==> src/hw/frm_pkg.sv <==
// constants and types shared by the fault response manager
package frm_pkg;
	localparam int NCH = 2;
	// register byte addresses
	localparam logic [7:0] ADDR_GCFG   = 8'h00;
	localparam logic [7:0] ADDR_OPER   = 8'h04;
	localparam logic [7:0] ADDR_CLR    = 8'h08;
	localparam logic [7:0] ADDR_AMASK  = 8'h0c;
	localparam logic [7:0] ADDR_STAT   = 8'h10;
	localparam logic [7:0] ADDR_RSP0   = 8'h14;
	localparam logic [7:0] ADDR_RETRY  = 8'h28;
	localparam logic [7:0] ADDR_TONLIM = 8'h2c;
	localparam logic [7:0] ADDR_PROP   = 8'h30;
	localparam logic [7:0] ADDR_IINLIM = 8'h34;
	localparam logic [7:0] ADDR_IINOFS = 8'h38;
	localparam logic [7:0] ADDR_IIN    = 8'h3c;
	localparam logic [7:0] ADDR_CHST   = 8'h40;
	// response registers in order: ov, uv, oc, start-up timer, fault pin
	localparam int NRSP   = 5;
	localparam int RSP_OV = 0;
	localparam int RSP_UV = 1;
	localparam int RSP_OC = 2;
	localparam int RSP_TON = 3;
	localparam int RSP_PIN = 4;
	// field positions
	localparam int GCFG_CLR_ALL = 0;
	localparam int GCFG_PEC     = 1;
	localparam int ST_OTHER = 8;
	localparam int ST_IIN   = 10;
	localparam int ST_COMM  = 11;
	localparam int ST_SUM   = 12;
	localparam int ST_ALERT = 15;
	localparam int PROP_PG  = 4;
	localparam int PROP_CH1 = 8;
	// actions
	localparam logic [1:0] ACT_NONE  = 2'h0;
	localparam logic [1:0] ACT_LATCH = 2'h1;
	localparam logic [1:0] ACT_RETRY = 2'h2;
	// timing
	localparam int CLK_NS     = 25;
	localparam int TICK_US    = 10;
	localparam int TICK_CYC   = (TICK_US * 1000 + CLK_NS - 1) / CLK_NS;
	localparam int MS_NS      = 1000000;
	localparam int MS_CYC     = MS_NS / CLK_NS;
	localparam int OC_UNIT_MS = 16;
	localparam logic [16:0] RETRY_MIN_MS = 17'h00078;
	localparam logic [16:0] RETRY_MAX_MS = 17'h147a8;
	// reset values
	localparam logic [16:0] RST_RETRY  = 17'h00078;
	localparam logic [15:0] RST_TONLIM = 16'h0000;
	localparam logic [15:0] RST_AMASK  = 16'h0000;
	localparam logic [15:0] RST_IINLIM = 16'hffff;
	// synchroniser reset: fault pins sit at their pulled-up idle level
	localparam logic [9:0]  RST_SYNC   = 10'h300;
	typedef struct packed {
		logic [2:0] dglitch;
		logic [1:0] act;
	} frm_resp_t;
	typedef struct packed {
		logic [15:0] iout;
		logic [7:0]  duty;
	} frm_meas_t;
	typedef enum logic [1:0] {CH_OFF, CH_RUN, CH_WAIT, CH_LATCH} frm_chst_t;
endpackage : frm_pkg

==> src/hw/frm_fault_mgr.sv <==
// fault response manager: detection, responses, fault pins, alert, apb
//
// The register addresses and the APB slave port were left to the implementer.
`timescale 1ns/1ps
module frm_fault_mgr #(
	parameter int MS_CYC = frm_pkg::MS_CYC
) (
	input  wire logic                   clk,
	input  wire logic                   resetn,
	input  wire logic                   psel,
	input  wire logic                   penable,
	input  wire logic                   pwrite,
	input  wire logic [7:0]             paddr,
	input  wire logic [31:0]            pwdata,
	output logic      [31:0]            prdata,
	output logic                        pready,
	output logic                        pslverr,
	input  wire logic [1:0]             run_pin,
	input  wire logic [1:0]             ov_cmp,
	input  wire logic [1:0]             uv_cmp,
	input  wire logic [1:0]             oc_cmp,
	input  wire logic [1:0]             fault_pin_i,
	output logic      [1:0]             fault_pin_o,
	output logic      [1:0]             fault_pin_oe,
	input  wire logic [1:0]             ss_begun,
	input  wire frm_pkg::frm_meas_t [1:0] meas,
	input  wire logic                   pec_err,
	input  wire logic                   unsup_cmd,
	input  wire logic                   bad_data,
	input  wire logic                   ara_read_ok,
	input  wire logic                   soft_reset_cmd,
	output logic                        alert_n,
	output logic      [1:0]             chan_switching,
	output logic      [1:0]             high_side_en,
	output logic      [1:0]             low_side_gate,
	output logic      [1:0]             soft_start
);
	localparam int MSW = $clog2(MS_CYC + 1);
	localparam int TKW = $clog2(frm_pkg::TICK_CYC + 1);

	logic [1:0]  gcfg_reg;
	logic [1:0]  oper_reg;
	logic [15:0] amask_reg;
	logic [15:0] stat_reg;
	logic        alert_reg;
	logic [16:0] retry_reg;
	logic [15:0] tonlim_reg;
	logic [15:0] prop_reg;
	logic [15:0] iinlim_reg;
	logic [15:0] iinofs_reg;
	logic [17:0] iin_reg;
	frm_pkg::frm_resp_t rsp_reg [frm_pkg::NRSP];
	logic [9:0]  s1_reg;
	logic [9:0]  s2_reg;
	logic [MSW-1:0] ms_cnt_reg;
	logic [TKW-1:0] us_cnt_reg;
	logic [3:0]  oc_cnt_reg;
	logic        ms_tick;
	logic        tick10;
	logic        tick16;
	logic        iin_warn_reg;
	logic [15:0] ev_prev_reg;
	logic [15:0] ev;
	logic [15:0] ev_new;
	logic [15:0] clr;
	logic        clr_all;
	logic        wr_go;
	logic        acc;
	logic [4:0]  ch_ev   [frm_pkg::NCH];
	logic [15:0] ch_clr  [frm_pkg::NCH];
	logic [1:0]  ch_st   [frm_pkg::NCH];
	logic [15:0] prod    [frm_pkg::NCH];
	logic        comm_ev;

	// two-flop synchronisers for every pin and comparator input
	always_ff @(posedge clk or negedge resetn) begin
		if (!resetn) begin
			// a low pin here would read as an external pull after reset
			s1_reg <= frm_pkg::RST_SYNC;
			s2_reg <= frm_pkg::RST_SYNC;
		end else begin
			s1_reg <= {fault_pin_i, oc_cmp, uv_cmp, ov_cmp, run_pin};
			s2_reg <= s1_reg;
		end
	end

	// time bases: 10 us, 1 ms and 16 ms ticks
	assign tick10 = (us_cnt_reg == TKW'(frm_pkg::TICK_CYC - 1));
	assign ms_tick = (ms_cnt_reg == MSW'(MS_CYC - 1));
	assign tick16 = ms_tick && (oc_cnt_reg == 4'(frm_pkg::OC_UNIT_MS - 1));
	always_ff @(posedge clk or negedge resetn) begin
		if (!resetn) begin
			us_cnt_reg <= '0;
			ms_cnt_reg <= '0;
			oc_cnt_reg <= '0;
		end else begin
			us_cnt_reg <= tick10 ? '0 : us_cnt_reg + 1'b1;
			ms_cnt_reg <= ms_tick ? '0 : ms_cnt_reg + 1'b1;
			if (ms_tick)
				oc_cnt_reg <= oc_cnt_reg + 4'h1;
		end
	end

	// apb slave: one wait state, pready and data from flops
	assign acc   = psel && penable;
	assign wr_go = acc && pready && pwrite;

	function automatic logic mapped(input logic [7:0] a);
		mapped = (a <= frm_pkg::ADDR_CHST) && (a[1:0] == 2'b00);
	endfunction : mapped

	always_ff @(posedge clk or negedge resetn) begin
		if (!resetn) begin
			pready  <= 1'b0;
			pslverr <= 1'b0;
			prdata  <= '0;
		end else begin
			pready  <= acc && !pready;
			pslverr <= acc && !pready && !mapped(paddr);
			prdata  <= '0;
			if (acc && !pready && !pwrite) begin
				case (paddr)
				frm_pkg::ADDR_GCFG:   prdata <= {30'h0, gcfg_reg};
				frm_pkg::ADDR_OPER:   prdata <= {30'h0, oper_reg};
				frm_pkg::ADDR_AMASK:  prdata <= {16'h0, amask_reg};
				frm_pkg::ADDR_STAT:   prdata <= {16'h0, alert_reg, 2'h0,
				                                 |stat_reg[11:0],
				                                 stat_reg[11:0]};
				frm_pkg::ADDR_RETRY:  prdata <= {15'h0, retry_reg};
				frm_pkg::ADDR_TONLIM: prdata <= {16'h0, tonlim_reg};
				frm_pkg::ADDR_PROP:   prdata <= {16'h0, prop_reg};
				frm_pkg::ADDR_IINLIM: prdata <= {16'h0, iinlim_reg};
				frm_pkg::ADDR_IINOFS: prdata <= {16'h0, iinofs_reg};
				frm_pkg::ADDR_IIN:    prdata <= {14'h0, iin_reg};
				frm_pkg::ADDR_CHST:   prdata <= {28'h0, ch_st[1], ch_st[0]};
				default: begin
					for (int i = 0; i < frm_pkg::NRSP; i++)
						if (paddr == 8'(frm_pkg::ADDR_RSP0 + 4 * i))
							prdata <= {27'h0, rsp_reg[i]};
				end
				endcase
			end
		end
	end

	// configuration registers
	always_ff @(posedge clk or negedge resetn) begin
		if (!resetn) begin
			gcfg_reg   <= '0;
			oper_reg   <= '0;
			amask_reg  <= frm_pkg::RST_AMASK;
			retry_reg  <= frm_pkg::RST_RETRY;
			tonlim_reg <= frm_pkg::RST_TONLIM;
			prop_reg   <= '0;
			iinlim_reg <= frm_pkg::RST_IINLIM;
			iinofs_reg <= '0;
			for (int i = 0; i < frm_pkg::NRSP; i++)
				rsp_reg[i] <= '0;
		end else if (wr_go) begin
			case (paddr)
			frm_pkg::ADDR_GCFG:   gcfg_reg   <= pwdata[1:0];
			frm_pkg::ADDR_OPER:   oper_reg   <= pwdata[1:0];
			frm_pkg::ADDR_AMASK:  amask_reg  <= pwdata[15:0];
			frm_pkg::ADDR_TONLIM: tonlim_reg <= pwdata[15:0];
			frm_pkg::ADDR_PROP:   prop_reg   <= pwdata[15:0];
			frm_pkg::ADDR_IINLIM: iinlim_reg <= pwdata[15:0];
			frm_pkg::ADDR_IINOFS: iinofs_reg <= pwdata[15:0];
			frm_pkg::ADDR_RETRY: begin
				// out-of-range values are clamped, never stored
				if (pwdata[16:0] < frm_pkg::RETRY_MIN_MS || |pwdata[31:17])
					retry_reg <= pwdata[31:17] != '0 ? frm_pkg::RETRY_MAX_MS
					             : frm_pkg::RETRY_MIN_MS;
				else if (pwdata[16:0] > frm_pkg::RETRY_MAX_MS)
					retry_reg <= frm_pkg::RETRY_MAX_MS;
				else
					retry_reg <= pwdata[16:0];
			end
			default: begin
				for (int i = 0; i < frm_pkg::NRSP; i++)
					if (paddr == 8'(frm_pkg::ADDR_RSP0 + 4 * i))
						rsp_reg[i] <= pwdata[4:0];
			end
			endcase
		end
	end

	// input current estimate and warning
	genvar c;
	generate
		for (c = 0; c < frm_pkg::NCH; c++) begin : g_prod
			logic [23:0] p;
			assign p = meas[c].iout * meas[c].duty;
			assign prod[c] = p[23:8];
		end
	endgenerate
	always_ff @(posedge clk or negedge resetn) begin
		if (!resetn) begin
			iin_reg      <= '0;
			iin_warn_reg <= 1'b0;
		end else begin
			iin_reg <= 18'(prod[0]) + 18'(prod[1])
			           + 18'({iinofs_reg, 1'b0});
			iin_warn_reg <= iin_reg > {2'h0, iinlim_reg};
		end
	end

	// status, events and alert
	assign comm_ev = (pec_err && gcfg_reg[frm_pkg::GCFG_PEC])
	                 || unsup_cmd || bad_data;
	assign ev = {4'h0, comm_ev, iin_warn_reg, ch_ev[1][4], ch_ev[0][4],
	             ch_ev[1][3:0], ch_ev[0][3:0]};
	assign ev_new = ev & ~ev_prev_reg;
	assign clr_all = (wr_go && paddr == frm_pkg::ADDR_CLR)
	                 || ara_read_ok || soft_reset_cmd;
	assign clr = (clr_all ? 16'hffff : 16'h0)
	             | (wr_go && paddr == frm_pkg::ADDR_STAT ? pwdata[15:0] : 16'h0)
	             | ch_clr[0] | ch_clr[1];

	always_ff @(posedge clk or negedge resetn) begin
		if (!resetn) begin
			ev_prev_reg <= '0;
			stat_reg    <= '0;
		end else begin
			ev_prev_reg <= ev;
			// a new event wins over a clear in the same cycle
			stat_reg <= (stat_reg & ~clr) | ev_new;
		end
	end

	// alert follows events only; the off/on channel clear leaves it alone
	always_ff @(posedge clk or negedge resetn) begin
		if (!resetn) begin
			alert_reg <= 1'b0;
			alert_n   <= 1'b1;
		end else begin
			if (|(ev_new & ~amask_reg)) begin
				alert_reg <= 1'b1;
				alert_n   <= 1'b0;
			end else if (clr_all || (wr_go && paddr == frm_pkg::ADDR_STAT
			                          && pwdata[frm_pkg::ST_ALERT])) begin
				alert_reg <= 1'b0;
				alert_n   <= 1'b1;
			end
		end
	end

	// per-channel fault handling
	generate
		for (c = 0; c < frm_pkg::NCH; c++) begin : g_ch
			frm_pkg::frm_chst_t st_reg;
			logic        on_now;
			logic        on_prev_reg;
			logic        up_reg;
			logic [4:0]  cause_reg;
			logic [16:0] wait_reg;
			logic [15:0] ton_reg;
			logic [2:0]  oe_hist_reg;
			logic [2:0]  cond;
			logic [4:0]  trip;
			logic [4:0]  latch_v;
			logic [4:0]  retry_v;
			logic        ov_s;
			logic        uv_s;
			logic        oc_s;
			logic        pin_s;
			logic        ext_low;
			logic        pg;
			logic [4:0]  pmask;

			assign ov_s  = s2_reg[2 + c];
			assign uv_s  = s2_reg[4 + c];
			assign oc_s  = s2_reg[6 + c];
			assign pin_s = s2_reg[8 + c];
			assign on_now = s2_reg[c] && oper_reg[c];
			assign pmask = prop_reg[c * frm_pkg::PROP_CH1 +: 5];
			assign cond = {oc_s, uv_s && up_reg, ov_s};
			// only a low level we are not driving ourselves counts
			assign ext_low = !pin_s && !(|oe_hist_reg);
			assign pg = (st_reg == frm_pkg::CH_RUN) && up_reg
			            && !ov_s && !uv_s;

			genvar k;
			for (k = 0; k < 3; k++) begin : g_dg
				logic [2:0] cnt_reg;
				logic       tk;
				assign tk = (k == frm_pkg::RSP_OC) ? tick16 : tick10;
				always_ff @(posedge clk or negedge resetn) begin
					if (!resetn)
						cnt_reg <= '0;
					else if (!cond[k])
						cnt_reg <= '0;
					else if (tk && cnt_reg != 3'h7)
						cnt_reg <= cnt_reg + 3'h1;
				end
				assign trip[k] = cond[k]
				                 && cnt_reg >= rsp_reg[k].dglitch;
			end
			assign trip[frm_pkg::RSP_TON] = (st_reg == frm_pkg::CH_RUN)
			                                && tonlim_reg != '0
			                                && ton_reg >= tonlim_reg;
			assign trip[frm_pkg::RSP_PIN] = ext_low;

			for (k = 0; k < frm_pkg::NRSP; k++) begin : g_act
				// ov action none means pull-down only, oc none means limit
				assign latch_v[k] = trip[k]
				    && rsp_reg[k].act == frm_pkg::ACT_LATCH;
				assign retry_v[k] = trip[k]
				    && rsp_reg[k].act == frm_pkg::ACT_RETRY;
			end

			assign ch_ev[c] = {ext_low, trip[frm_pkg::RSP_TON], cond};
			assign ch_st[c] = st_reg;
			assign ch_clr[c] = !(on_now && !on_prev_reg) ? 16'h0
			    : gcfg_reg[frm_pkg::GCFG_CLR_ALL] ? 16'h1fff
			    : (16'h000f << (4 * c))
			      | (16'h0001 << (frm_pkg::ST_OTHER + c));

			always_ff @(posedge clk or negedge resetn) begin
				if (!resetn) begin
					st_reg     <= frm_pkg::CH_OFF;
					cause_reg  <= '0;
					wait_reg   <= '0;
					soft_start[c] <= 1'b0;
				end else begin
					soft_start[c] <= 1'b0;
					case (st_reg)
					frm_pkg::CH_OFF: begin
						cause_reg <= '0;
						if (on_now) begin
							st_reg <= frm_pkg::CH_RUN;
							soft_start[c] <= 1'b1;
						end
					end
					frm_pkg::CH_RUN: begin
						wait_reg <= '0;
						if (!on_now)
							st_reg <= frm_pkg::CH_OFF;
						else if (|latch_v) begin
							st_reg    <= frm_pkg::CH_LATCH;
							cause_reg <= latch_v | retry_v;
						end else if (|retry_v) begin
							st_reg    <= frm_pkg::CH_WAIT;
							cause_reg <= retry_v;
						end
					end
					frm_pkg::CH_WAIT: begin
						if (!on_now)
							st_reg <= frm_pkg::CH_OFF;
						else if (wait_reg >= retry_reg) begin
							wait_reg <= '0;
							// a fault still present restarts the wait
							if (!ov_s && !oc_s && !ext_low) begin
								st_reg    <= frm_pkg::CH_RUN;
								cause_reg <= '0;
								soft_start[c] <= 1'b1;
							end
						end else if (ms_tick)
							wait_reg <= wait_reg + 17'h1;
					end
					frm_pkg::CH_LATCH: begin
						if (!on_now)
							st_reg <= frm_pkg::CH_OFF;
					end
					default: st_reg <= frm_pkg::CH_OFF;
					endcase
				end
			end

			// start-up timer and output-up flag
			always_ff @(posedge clk or negedge resetn) begin
				if (!resetn) begin
					on_prev_reg <= 1'b0;
					up_reg      <= 1'b0;
					ton_reg     <= '0;
				end else begin
					on_prev_reg <= on_now;
					if (st_reg != frm_pkg::CH_RUN) begin
						up_reg  <= 1'b0;
						ton_reg <= '0;
					end else if (!uv_s) begin
						up_reg <= 1'b1;
					end else if (!up_reg && ss_begun[c] && tick10
					             && ton_reg != 16'hffff) begin
						ton_reg <= ton_reg + 16'h1;
					end
				end
			end

			// power stage and open-drain fault pin
			always_ff @(posedge clk or negedge resetn) begin
				if (!resetn) begin
					chan_switching[c] <= 1'b0;
					high_side_en[c]   <= 1'b0;
					low_side_gate[c]  <= 1'b0;
					fault_pin_o[c]    <= 1'b0;
					fault_pin_oe[c]   <= 1'b0;
					oe_hist_reg       <= '0;
				end else begin
					chan_switching[c] <= st_reg == frm_pkg::CH_RUN;
					high_side_en[c] <= st_reg == frm_pkg::CH_RUN
					                   && !ov_s;
					low_side_gate[c] <= ov_s;
					fault_pin_o[c] <= 1'b0;
					// pin response must be ignore in power-good mode; not forced here, the rsp_reg[RSP_PIN] action still applies
					if (pmask[frm_pkg::PROP_PG])
						fault_pin_oe[c] <= !pg;
					else
						fault_pin_oe[c] <= |(cause_reg[3:0]
						                     & pmask[3:0]);
					oe_hist_reg <= {oe_hist_reg[1:0], fault_pin_oe[c]};
				end
			end
		end
	endgenerate
endmodule : frm_fault_mgr

==> config.mk <==
export PLATFORM = sky130hd
export DESIGN_NAME = frm_fault_mgr
export DESIGN_NICKNAME = d
export VERILOG_FILES = /design/src/hw/frm_pkg.sv /design/src/hw/frm_fault_mgr.sv
export SDC_FILE = /design/constraint.sdc
export NUM_CORES = 1
export LEC_CHECK = 0
export BUFFER_PORTS_ARGS = -buffer_cell sky130_fd_sc_hd__buf_2
export CORE_MARGIN = 3
export CORE_UTILIZATION = 40
export CTS_CLUSTER_DIAMETER = 80
export DETAILED_ROUTE_END_ITERATION = 6
export PLACE_DENSITY_LB_ADDON = 0.25
export SLEW_MARGIN = 10
export SYNTH_ARGS = -nofsm -noshare
export SYNTH_HDL_FRONTEND = slang
export SYNTH_SLANG_ARGS = --single-unit
==> constraint.sdc <==
create_clock -name clk -period 6.85 [get_ports clk]
set_clock_uncertainty 0.05 [all_clocks]
set_input_delay 0.685 -clock clk [delete_from_list [all_inputs] [get_ports clk]]
set_output_delay 0.685 -clock clk [all_outputs]
set_load 0.03 [all_outputs]
==> flow_metrics.env <==
export IMPL_fin_nets=3467
export IMPL_max_stage_delay_ns=0.56
export IMPL_grt_max_degree=162
export IMPL_dpl_hpwl_um=57210
export IMPL_clock_sinks=354
export IMPL_detail_route_antenna_nets=0
export IMPL_die_area_um2=69600
export IMPL_final_common_cell="inv_1"
export IMPL_multi_input_area_um2=16060
export IMPL_holdWs_ns=0.1604
export IMPL_cts_tree="built"
export IMPL_firstDrtPassIters=5
export IMPL_hold_violations=0
export IMPL_cts_root_buf="clkbuf_16"
export IMPL_worst_path_buf_inv=6
export IMPL_drv_slew=0
export IMPL_slew_headroom_pct=32.18
export IMPL_synth_edf_count=0
export IMPL_vias=20632
export IMPL_status="finished clean"
export IMPL_cp_required_ns=7.28
export IMPL_synth_seq_area_share_pct=33.43
export IMPL_synth_top_area_share_pct=30.96
export IMPL_ys_types=85
export IMPL_initial_core_util_pct=40.80
export IMPL_grt_overflow=0
export IMPL_grt_pass1_wl_um=118300
export IMPL_startpoint_type="primary input"
export IMPL_fin_crit_sh_pct=95.94
export IMPL_async_reset_ff_share_pct=100.0
export IMPL_ioPinCount=157
export IMPL_final_setup_worst_slack_ns=0.2783
export IMPL_crit_top_cell="fa_1"
export IMPL_core_area_um2=65160
export IMPL_netlist_instances=2717
export IMPL_crit_path_max_fanout=5
export IMPL_routedWlPerCell_um=19.09
export IMPL_wirelength_um=73280
export IMPL_synthToLayoutAreaGrowth_pct=14.16
export IMPL_drv_cap=0
export IMPL_ff_latch_area_um2=8890
export IMPL_post_route_util_pct=46.58
export IMPL_clock_latency_ns=0.57
export IMPL_p_leak_uw=0.01490
export IMPL_drt_iter0_drc=1585
export IMPL_fillCellCount=6173
export IMPL_clk_path_buf_depth=3
export IMPL_finalSetupViolCount=0
export IMPL_cts_hold_buf=0
export IMPL_viasPerCell=5.374
export IMPL_drc=0
export IMPL_syn_cell_area_um2=26590
export IMPL_place_ws_ns=-0.4087
export IMPL_grt_pass1_vias=21270
export IMPL_drive_above_1_share_pct=16.29
export IMPL_critPathKind="primary input to flop"
export IMPL_critPathCaptureType="flop"
export IMPL_peakVddDrop_mv=0.6445
export IMPL_postPlaceCellArea_um2=29000
export IMPL_port_buffers=140
export IMPL_yosysWarnings=0
export IMPL_tightest_slew_ns=1.011
export IMPL_yosys_area_top_type="dfrtp_1"
export IMPL_syn_avg_cell_area_um2=9.786
export IMPL_fin_area_um2=30350
export IMPL_globalplace_congestion=0.9027
export IMPL_synth_ff_type="dfrtp_1"
export IMPL_post_route_min_period_ns=6.572
export IMPL_cp_top_family="adder cells"
export IMPL_die_h_um=263.8
export IMPL_hp_class="primary input to async pin"
export IMPL_power_density_nw_per_um2=408.4
export IMPL_final_cell_mix="365 x inv_1, 329 x dfrtp_1, 244 x nand2_1"
export IMPL_final_setup_tns_ns=0
export IMPL_antenna_found_initial=1
export IMPL_grt_total_usage_pct=21.16
export IMPL_die_w_um=263.8
export IMPL_cts_made_buffers=39
export IMPL_rows=93
export IMPL_fmax_ghz=0.1522
export IMPL_n_antenna_cell=0
export IMPL_arrival_ns=7.00
export IMPL_synthTopCellsByArea="dfrtp_1 31%, fa_1 14%, ha_1 10%, inv_1 5.2%, and2_1 4.5%"
export IMPL_cpMaxStageDelayCell="fa_1"
export IMPL_clk_pin_slew_ns=0.06
export IMPL_ys_ff_latch=354
export IMPL_largest_register_ffs=34
export IMPL_h_tree_depth=2
synthesized netlist by cell type (15+ instances only):
| cell type | count |
|---|---|
| buf_4 | 18 |
| inv_1 | 365 |
| a31oi_1 | 23 |
| a211oi_1 | 15 |
| clkbuf_1 | 64 |
| xor2_1 | 33 |
| a22o_1 | 28 |
| mux2_2 | 95 |
| dfrtp_1 | 329 |
| nor4_1 | 28 |
| a21oi_1 | 79 |
| fa_1 | 182 |
| a21o_1 | 37 |
| nand4_1 | 24 |
| nand2_1 | 244 |
| and2_1 | 191 |
| o21ai_0 | 106 |
| dfstp_2 | 25 |
| xnor2_1 | 77 |
| ha_1 | 222 |
| and3_1 | 34 |
| or3_1 | 16 |
| nor3_1 | 38 |
| nor2_1 | 127 |
| nor2b_1 | 23 |
| a221oi_1 | 22 |
| nand3_1 | 59 |
| nand2b_1 | 18 |
| a22oi_1 | 33 |
worst register-to-register path: stages (launching register included):
cell and delay [ns]:
dfstp_2 0.57, inv_1 0.11, ha_1 0.33, a21o_1 0.16, a21o_1 0.17, a2111oi_0 0.41
o21a_1 0.22, o21a_1 0.27, nand4_1 0.58, or3b_2 0.66, nand2_1 0.08
path summary, 6_finish.rpt:
kind	start	to	cells past startpoint	slack [ns]
setup / recovery	meas[7]	iin_reg[16]$_DFF_PN0_	28	0.28
hold / removal	resetn	g_ch[0].g_dg[0].cnt_reg[1]$_DFFE_PN0P_	1	0.16
setup reg to reg	retry_reg[6]$_DFFE_PN1P_	g_ch[0].wait_reg[7]$_DFFE_PN0P_	10	3.18
hold reg to reg	s1_reg[1]$_DFF_PN0_	s2_reg[1]$_DFF_PN0_	0	0.30
max in group asynchronous	resetn	g_ch[1].cause_reg[3]$_DFFE_PN0P_	2	5.03
min in group clk	run_pin[0]	s1_reg[0]$_DFF_PN0_	1	0.17
cell families (layout without fill, tap and decap cells):
kind of cell	count (synthesis)	in the layout	synth area share [%]
and+or+nand+nor	847	847	16.43
AOI/OAI and AO/OA	452	452	11.53
buffers and inverters	450	702	6.644
adders and majority gates	404	404	24.15
DFF	354	354	33.43
xor gates and xnor gates	110	110	3.623
muxes	99	99	4.174
other	1	16	0.01410
per-layer routing:
metal	share of wire, %	GRT usage (%)	routed length [µm]	vias to the layer above
met5	0	0	0	-
met4	2.8	6.150	2036	0
met3	5.4	3.073	3930	108
met2	48	35.48	35480	585
met1	43	28.56	31830	10311
li1	-	-	-	9628
power breakdown:
group | leakage [µW] | internal [µW] | switching, µW | total (µW)
sequential | 0.00466 | 2300 | 91.3 | 2390
clock | 0.000643 | 1270 | 887 | 2160
combinational | 0.00959 | 3870 | 3980 | 7850
total | 0.0149 | 7440 | 4960 | 12400
cell type report:
cell class,instances,share of cell area [%]
sequential,354,29.29
inverter,366,4.530
timing repair buffer,264,5.449
tap,855,3.524
multi-input combinational,1928,52.89
clock buffer,56,3.726
clock inverter,16,0.5894
timing repair:
item                                    in CTS  in global routing
setup buffers                                0                  0
resized for setup                            0                 10
endpoints found under the setup margin       0                  5
per-stage QoR:
step,total power [µW],instances
final,12400,3839
after global routing,13600,3839
after global placement,9979,3767
after floorplan,7559,2732
after detailed placement,10180,3767
after CTS,12380,3839
Power figures use the tool's default switching activity.
